$ cat config.mk
export PLATFORM = sky130hd
export DESIGN_NAME = cal_clock_value
export DESIGN_NICKNAME = d
export VERILOG_FILES = /design/src/inc/cal_clock_pkg.sv /design/src/design/cal_clock_value.sv
export SDC_FILE = /design/constraint.sdc
export NUM_CORES = 1
export LEC_CHECK = 0
export ABC_AREA = 0
export BUFFER_PORTS_ARGS = -buffer_cell sky130_fd_sc_hd__buf_2
export CAP_MARGIN = 30
export CELL_PAD_IN_SITES_DETAIL_PLACEMENT = 1
export CELL_PAD_IN_SITES_GLOBAL_PLACEMENT = 1
export CORE_ASPECT_RATIO = 1.5
export CORE_MARGIN = 10
export CORE_UTILIZATION = 38
export DETAILED_ROUTE_END_ITERATION = 6
export MAX_ROUTING_LAYER = met4
export PLACE_DENSITY = 0.76
export SLEW_MARGIN = 10
export SYNTH_ARGS = -nofsm -noshare
export SYNTH_HDL_FRONTEND = slang
export SYNTH_SLANG_ARGS = --single-unit
$ cat constraint.sdc
create_clock -name i_core_clk -period 2.78 [get_ports i_core_clk]
set_clock_uncertainty 0.15 [all_clocks]
set_input_delay 0.139 -clock i_core_clk [delete_from_list [all_inputs] [get_ports i_core_clk]]
set_output_delay 0.139 -clock i_core_clk [all_outputs]
set_load 0.01 [all_outputs]
$ cat src/inc/cal_clock_pkg.sv
// Purpose: Constants and types for the calendar time value block.
// Assumes: 32-bit register port, word-aligned byte offsets.
// Notes: Field positions match the packed calendar time word.
package cal_clock_pkg;
    // ****************************************
    // Register map
    // ****************************************
    localparam logic [7:0] OFS_CALENDAR_TIME_VALUE = 8'h18;
    localparam logic [7:0] OFS_CONTROL_REGISTER_A = 8'h00;
    localparam logic [31:0] CALENDAR_TIME_RESET = 32'h00000000;
    localparam logic [31:0] CONTROL_A_RESET = 32'h00000000;
    // Control register A field positions.
    localparam int CTRL_ENABLE_BIT = 1;
    localparam int CTRL_MODE_LSB = 2;
    localparam int CTRL_HOUR_FMT_BIT = 6;
    localparam logic [1:0] MODE_CLOCK_CALENDAR = 2'h2;
    // ****************************************
    // Field limits
    // ****************************************
    localparam logic [5:0] SEC_MAX = 6'h3B;
    localparam logic [5:0] MIN_MAX = 6'h3B;
    localparam logic [4:0] HOUR24_MAX = 5'h17;
    localparam logic [3:0] HOUR12_MAX = 4'hC;
    localparam logic [3:0] MONTH_MAX = 4'hC;
    localparam logic [3:0] MONTH_FEB = 4'h2;
    localparam logic [4:0] DAY_FIRST = 5'h01;
    // Seconds tick: one second at 100 MHz core clock.
    localparam int CLK_HZ = 100000000;
    localparam int TICK_CYCLES = CLK_HZ;
    // Packed calendar word, most significant field first.
    typedef struct packed {
        logic [5:0] year;
        logic [3:0] month;
        logic [4:0] day;
        logic [4:0] hour;
        logic [5:0] minute;
        logic [5:0] second;
    } cal_time_t;
endpackage

$ cat src/design/cal_clock_value.sv
// Purpose: Calendar time-of-day register with second-by-second counting.
// Assumes: Strobes are one cycle and never both high together.
// Notes: Read data appears in the cycle after the read strobe only.
`timescale 1ns/1ps
// How it works
// RL1 - Count only in clock/calendar mode two
// RL2 - Year offset lives in bits 31:26
// RL3 - Leap year when year bits 1:0 zero
// RL4 - Month bits 25:22, one through twelve
// RL5 - Day bits 21:17, month-length bounded
// RL6 - 24-hour hour field, zero to 23
// RL7 - 12-hour form: 1-12 plus PM bit
// RL8 - Minute bits 11:6, zero to 59
// RL9 - Seconds roll over carrying upward fully
module cal_clock_value
    import cal_clock_pkg::*;
#(
    parameter int TICK_COUNT = TICK_CYCLES
) (
    input wire logic i_core_clk,
    input wire logic i_resetn,
    input wire logic i_clk_en,
    input wire logic [7:0] i_addr,
    input wire logic [31:0] i_wdata,
    input wire logic i_wr,
    input wire logic i_rd,
    output logic [31:0] o_rdata,
    output logic o_second_tick
);
    // ****************************************
    // Helpers
    // ****************************************
    // Last day of a month; February depends on the year offset.
    function automatic logic [4:0] month_days(input logic [3:0] m, input logic [5:0] y);
        logic [4:0] d;
        d = 5'h1F;
        case (m)
            4'h4, 4'h6, 4'h9, 4'hB: d = 5'h1E;
            MONTH_FEB: d = (y[1:0] == 2'h0) ? 5'h1D : 5'h1C; // see RL3
            default: d = 5'h1F;
        endcase
        return d;
    endfunction

    // Address match for one register offset; the write and read paths share it.
    function automatic logic addr_hit(input logic [7:0] a, input logic [7:0] ofs);
        return a == ofs;
    endfunction

    // Writable control bits: enable, the two mode bits and the hour format select.
    // Built from the field positions so a moved field cannot leave a stale mask.
    function automatic logic [31:0] ctrl_mask();
        logic [31:0] m;
        m = 32'h00000000;
        m[CTRL_ENABLE_BIT] = 1'b1;
        m[CTRL_MODE_LSB +: 2] = 2'h3;
        m[CTRL_HOUR_FMT_BIT] = 1'b1;
        return m;
    endfunction

    // Hour that follows a full hour, in either format.
    function automatic logic [4:0] next_hour(input logic [4:0] h, input logic f12);
        logic [4:0] n;
        n = h;
        if (f12) begin
            // 11 -> 12 flips AM/PM; 12 -> 1 keeps it.
            if (h[3:0] >= HOUR12_MAX) begin // see RL7
                n[3:0] = 4'h1;
            end else begin
                n[3:0] = h[3:0] + 4'h1;
                if (h[3:0] == HOUR12_MAX - 4'h1) begin
                    n[4] = ~h[4];
                end
            end
        end else if (h >= HOUR24_MAX) begin // see RL6
            n = 5'h00;
        end else begin
            n = h + 5'h01;
        end
        return n;
    endfunction

    // Last hour of the day: 11 PM in 12-hour form, 23 in 24-hour form.
    // In 12-hour form the AM 11 -> 12 step is noon and must not move the day.
    function automatic logic last_hour(input logic [4:0] h, input logic f12);
        logic l;
        if (f12) begin
            l = h[4] && (h[3:0] == HOUR12_MAX - 4'h1); // see RL7
        end else begin
            l = (h >= HOUR24_MAX); // see RL6
        end
        return l;
    endfunction

    cal_time_t time_r, time_nxt;
    logic [31:0] ctrl_r, ctrl_nxt;
    logic [31:0] rdata_r, rdata_nxt;
    logic [26:0] div_r, div_nxt;
    logic tick_r, tick_nxt;
    logic run;
    logic fmt12;
    logic time_wr;
    logic ctrl_wr;
    logic [26:0] div_last;

    assign fmt12 = ctrl_r[CTRL_HOUR_FMT_BIT];
    // Counting needs both enable and calendar mode; other modes leave the word untouched.
    assign run = ctrl_r[CTRL_ENABLE_BIT]
        && (ctrl_r[CTRL_MODE_LSB +: 2] == MODE_CLOCK_CALENDAR); // see RL1
    // Writes are decoded once so every group below acts on the same decision.
    assign time_wr = i_wr && addr_hit(i_addr, OFS_CALENDAR_TIME_VALUE);
    assign ctrl_wr = i_wr && addr_hit(i_addr, OFS_CONTROL_REGISTER_A);
    // Terminal count of the divider, cut to the divider's width on purpose.
    assign div_last = 27'(TICK_COUNT - 1);

    // ****************************************
    // Control register
    // ****************************************
    // Bits outside the mask read back as zero, so software cannot park state there.
    always_comb begin
        ctrl_nxt = ctrl_r;
        if (ctrl_wr) begin
            ctrl_nxt = i_wdata & ctrl_mask();
        end
    end

    // Control register flip-flops; the clock enable freezes them.
    always_ff @(posedge i_core_clk) begin
        if (!i_resetn) begin
            ctrl_r <= CONTROL_A_RESET;
        end else if (i_clk_en) begin
            ctrl_r <= ctrl_nxt;
        end
    end

    // ****************************************
    // Second divider
    // ****************************************
    // The divider counts core cycles up to one second while counting is allowed.
    // A time write restarts it and swallows a tick due in the same cycle, so the
    // tick output only pulses when the seconds field really advances.
    always_comb begin
        div_nxt = div_r;
        tick_nxt = 1'b0;
        if (!run) begin
            div_nxt = 27'h0000000; // see RL1
        end else if (div_r >= div_last) begin
            div_nxt = 27'h0000000;
            tick_nxt = 1'b1;
        end else begin
            div_nxt = div_r + 27'h0000001;
        end
        if (time_wr) begin
            div_nxt = 27'h0000000;
            tick_nxt = 1'b0;
        end
    end

    // Divider flip-flops; a frozen clock enable also holds a pending tick.
    always_ff @(posedge i_core_clk) begin
        if (!i_resetn) begin
            div_r <= 27'h0000000;
            tick_r <= 1'b0;
        end else if (i_clk_en) begin
            div_r <= div_nxt;
            tick_r <= tick_nxt;
        end
    end

    // ****************************************
    // Calendar time word
    // ****************************************
    // A software write takes priority over the tick, so a value written lands exactly.
    // Written fields are not range checked; an over-range value rolls over at its next step as if it were the maximum.
    always_comb begin
        time_nxt = time_r;
        if (tick_nxt) begin
            if (time_r.second >= SEC_MAX) begin // see RL9
                time_nxt.second = 6'h00;
                if (time_r.minute >= MIN_MAX) begin // see RL8
                    time_nxt.minute = 6'h00;
                    time_nxt.hour = next_hour(time_r.hour, fmt12);
                    // Day advances on the midnight crossing only.
                    if (last_hour(time_r.hour, fmt12)) begin
                        if (time_r.day >= month_days(time_r.month, time_r.year)) begin // see RL5
                            time_nxt.day = DAY_FIRST;
                            if (time_r.month >= MONTH_MAX) begin // see RL4
                                time_nxt.month = 4'h1;
                                time_nxt.year = time_r.year + 6'h01; // see RL2
                            end else begin
                                time_nxt.month = time_r.month + 4'h1;
                            end
                        end else begin
                            time_nxt.day = time_r.day + 5'h01;
                        end
                    end
                end else begin
                    time_nxt.minute = time_r.minute + 6'h01;
                end
            end else begin
                time_nxt.second = time_r.second + 6'h01;
            end
        end
        if (time_wr) begin
            time_nxt = cal_time_t'(i_wdata); // see RL2
        end
    end

    // Time word flip-flops; the clock enable freezes them.
    always_ff @(posedge i_core_clk) begin
        if (!i_resetn) begin
            time_r <= cal_time_t'(CALENDAR_TIME_RESET);
        end else if (i_clk_en) begin
            time_r <= time_nxt;
        end
    end

    // ****************************************
    // Read path
    // ****************************************
    // Read data stand for one cycle only and are zero otherwise, so a stale value
    // can never be mistaken for a fresh answer.
    always_comb begin
        rdata_nxt = 32'h00000000;
        if (i_rd) begin
            if (addr_hit(i_addr, OFS_CALENDAR_TIME_VALUE)) begin
                rdata_nxt = time_r;
            end else if (addr_hit(i_addr, OFS_CONTROL_REGISTER_A)) begin
                rdata_nxt = ctrl_r;
            end
        end
    end

    // Read data flip-flops; the clock enable freezes them as well.
    always_ff @(posedge i_core_clk) begin
        if (!i_resetn) begin
            rdata_r <= 32'h00000000;
        end else if (i_clk_en) begin
            rdata_r <= rdata_nxt;
        end
    end

    // Both outputs come straight from flip-flops.
    assign o_rdata = rdata_r;
    assign o_second_tick = tick_r;
endmodule

==> results.txt <==
Status: finished with violations
Failing checks: negative hold slack
Combinational group share of total power: 4.6%
Ys Warns: 0
Flop-to-flop setup slack: 160 ps
Core ar.: 13,000 sq um
Setup violators final: 0
Critical path class: reg -> reg
Pre-CTS setup slack: 31.2 ps
DP Area: 5720 sq um
Die Span X: 114 um
First-pass GRT wire length: 28.6 mm
Worst VDD drop: 278 uV
1st-iter DRT viols: 246
Synth area leader: dfxtp_1
Asr flop ratio synth: 0%
Distinct cells, synth: 64
Seq/Total Area, Yosys: 37.9%
Synthesized instance count: 641
Hold wc startpoint: i_wdata[20]
Largest net degree at the start of global routing: 41
Fin. max-slew vios: 0
Final core utilization: 47.9%
Final Hold Vio Count: 1
Max_cap viols: 0
Vias in the first global route: 5,805
Critical Path RT: 2850 ps
CP Capture Type: flip-flop
Drt wl/cell: 19.2 um
Clock Tree Buf Depth: 2
Sw power: 0.632 mW
Non-Filler Instances: 896
Clock Power Share: 45.6%
Critical path's top delay family: compound AO/OA/AOI/OAI gates
Nets@finish: 790
Synth top cells by count: 96 x dfxtp_1, 73 x nor2_1, 49 x nand2_1
Synth Register Bits: 96
Synth Area per Inst: 7.92 sq um
Largest cells by area after synthesis: dfxtp_1 38%, nor2_1 5.4%, a22oi_1 5.0%, o21ai_0 4.7%, nand3_1 4.2%
Max incr delay on CP: 350 ps
Congestion Overflow GR: 0
Routed via count: 5,301
Root buf cell: clkbuf_16
Worst-Margin Slew: 743 ps
FF-to-FF Start: time_r[22]
Final WL: 17.2 mm
Initial core utilization: 39.0%
Crit path arrival time: 2680 ps
Worst path buffer plus inverter count: 2
Syn Std Cell Area: 5080 sq um
Routability cong.: 0.860
Primary FF master, synth: dfxtp_1
Clk_lat worst skew: 340 ps
Final WS setup: 164 ps
Initial antenna violation count: 0
Top-Level Pins: 78
Number of flops mapped to enable cells by yosys: 0
GRT Util Overall: 19.2%
CTS tree: yes
DP Cell Count: 864
Internal: 2.15 mW
Switching Share: 22.7%
DRC: 0
Clock Sinks: 96
RR Endpoint: time_r[17]
Clk slew on worst S/H paths: 70 ps
Rows: 51
Full die area: 18,500 sq um
Flop pwr share: 49.8%
Hold path cells: 3
First drt pass iteration count: 4
Worst min path class: in -> reg
Crit path max fanout: 4
Vias per inst: 5.92
Layout cells sized above 1: 18.7%
Crit path time final: 2620 ps
Pleak: 2.35 nW
Antenna cells: 0
Cell Pwr Density: 447 nW/um^2
Worst path cell trace: inv_1, ha_1, o21ai_0, o21ai_0, o21ai_1, ha_1, nand2b_2, a21oi_4, o21ai_2, buf_4, o221ai_1, mux2i_1
Slew HR: 50.1%
Area grow syn2layout: 22.7%
CP max-delay cell: dfxtp_1
Final hold slack: -11.1 ps
Yosys top cell area share: 37.9%
H-tree depth: 3
Fin area: 6230 sq um
IO buf count: 77
Achievable frequency: 382 MHz
Period utilization: 94.1%
Syn Nets: 699
Startpoint Class: flip-flop
ANT nets after route: 0
FF-to-FF path depth: 12
Critical Path Stages: 12
Cell with the most instances after synthesis: dfxtp_1
DIE HEIGHT: 162 um
Post-DP HPWL: 12.4 mm
CTS buffer count: 9
Worst hold endpoint: time_r[20]
==> registers in the layout, indices dropped and copies added (netlist names) <==
name and count:
ctrl_r 4, o_rdata 32, time_r 32, o_second_tick 1, div_r 27
==> worst reg2reg max path, delay by kind of cell (launching register included) <==
family | cells | cell delay [ps]
AND/OR/NAND/NOR | 1 | 230
flip-flops | 1 | 350
adder cells (fa/ha/maj) | 2 | 460
buffers and inverters | 2 | 230
AO/OA/AOI/OAI | 6 | 940
multiplexers | 1 | 120
==> cells in the final DEF, fill, tap and decap left out, types with 6 or more instances in the layout <==
cell	Yosys	final
dlygate4sd3_1	0	15
o211ai_1	10	10
a211oi_1	9	8
o21a_1	6	6
a21oi_1	30	29
buf_2	4	77
ha_1	13	12
a22oi_1	34	34
nand2_1	49	49
a31oi_1	8	8
nand4_1	13	13
nor2_1	73	72
dfxtp_1	96	95
xor2_1	6	6
inv_1	28	27
mux2i_1	12	12
nand3_1	43	43
nor3_1	24	24
and3_1	12	12
clkbuf_16	0	9
o21ai_0	48	45
o31ai_1	6	6
buf_4	0	25
==> per-stage QoR <==
stage | total power [mW] | TNS [ps]
CTS | 2.81 | 0
global route | 2.88 | -46.1
detailed placement | 1.53 | 0
floorplan | 1.47 | 0
finish | 2.79 | 0
global placement | 1.53 | 0
==> how the worst max path moves through the flow <==
| stage | end | slack (ps) | startpoint |
|---|---|---|---|
| 6_report | time_r[17] | 160 | time_r[22] |
| 5_1_grt | time_r[20] | -30 | time_r[22] |
| 4_1_cts | time_r[18] | 5 | time_r[23] |
| 3_5_place_dp | time_r[18] | 30 | time_r[23] |
| 3_3_place_gp | time_r[20] | 150 | time_r[23] |
| 2_1_floorplan | time_r[23] | 190 | time_r[22] |
==> cell families (layout without fill, tap and decap cells) <==
logic type      after synthesis  count (layout)  synth area share, %
flops                        96              96                 37.9
xor+xnor                     10              10                 1.72
compound gates              192             192                 25.5
buf+inv                      67             163                 5.08
simple gates                251             251                 24.3
fa+ha+maj                    13              13                 3.20
mux                          12              12                 2.37
==> repair_timing <==
item	in CTS	in global routing
hold buffers	15	0
hold endpoints to repair	17	0
buffers inserted	0	1
resized for setup	1	16
endpoints found under the setup margin	4	15
pin swaps	0	6
==> final cells by class <==
cell class,count,area [sq um]
multi-input cells,478,2950
repair buffers,119,754
clock buffers,11,243
well taps,159,199
inverters,28,105
fillers,1671,6790
clock inverters,5,56.3
flip-flops and latches,96,1930
==> power groups by stage <==
stage	Sequential (mW)	Combinational (mW)	Clock [mW]
3_3_place_gp	1.42	0.107	0
4_1_cts	1.39	0.126	1.30
5_1_grt	1.39	0.138	1.36
2_1_floorplan	1.41	0.0577	0
6_report	1.39	0.127	1.27
3_5_place_dp	1.42	0.109	0
==> routing by layer <==
layer	GRT usage [%]	wire, um	up-vias	share of wire, %
met5	-	0	-	0
met4	8.17	483	0	2.8
met3	2.74	591	37	3.4
met2	33.4	9100	114	53
met1	21.1	7050	2602	41
li1	-	-	2548	-
(Power assumes the default switching activity.)
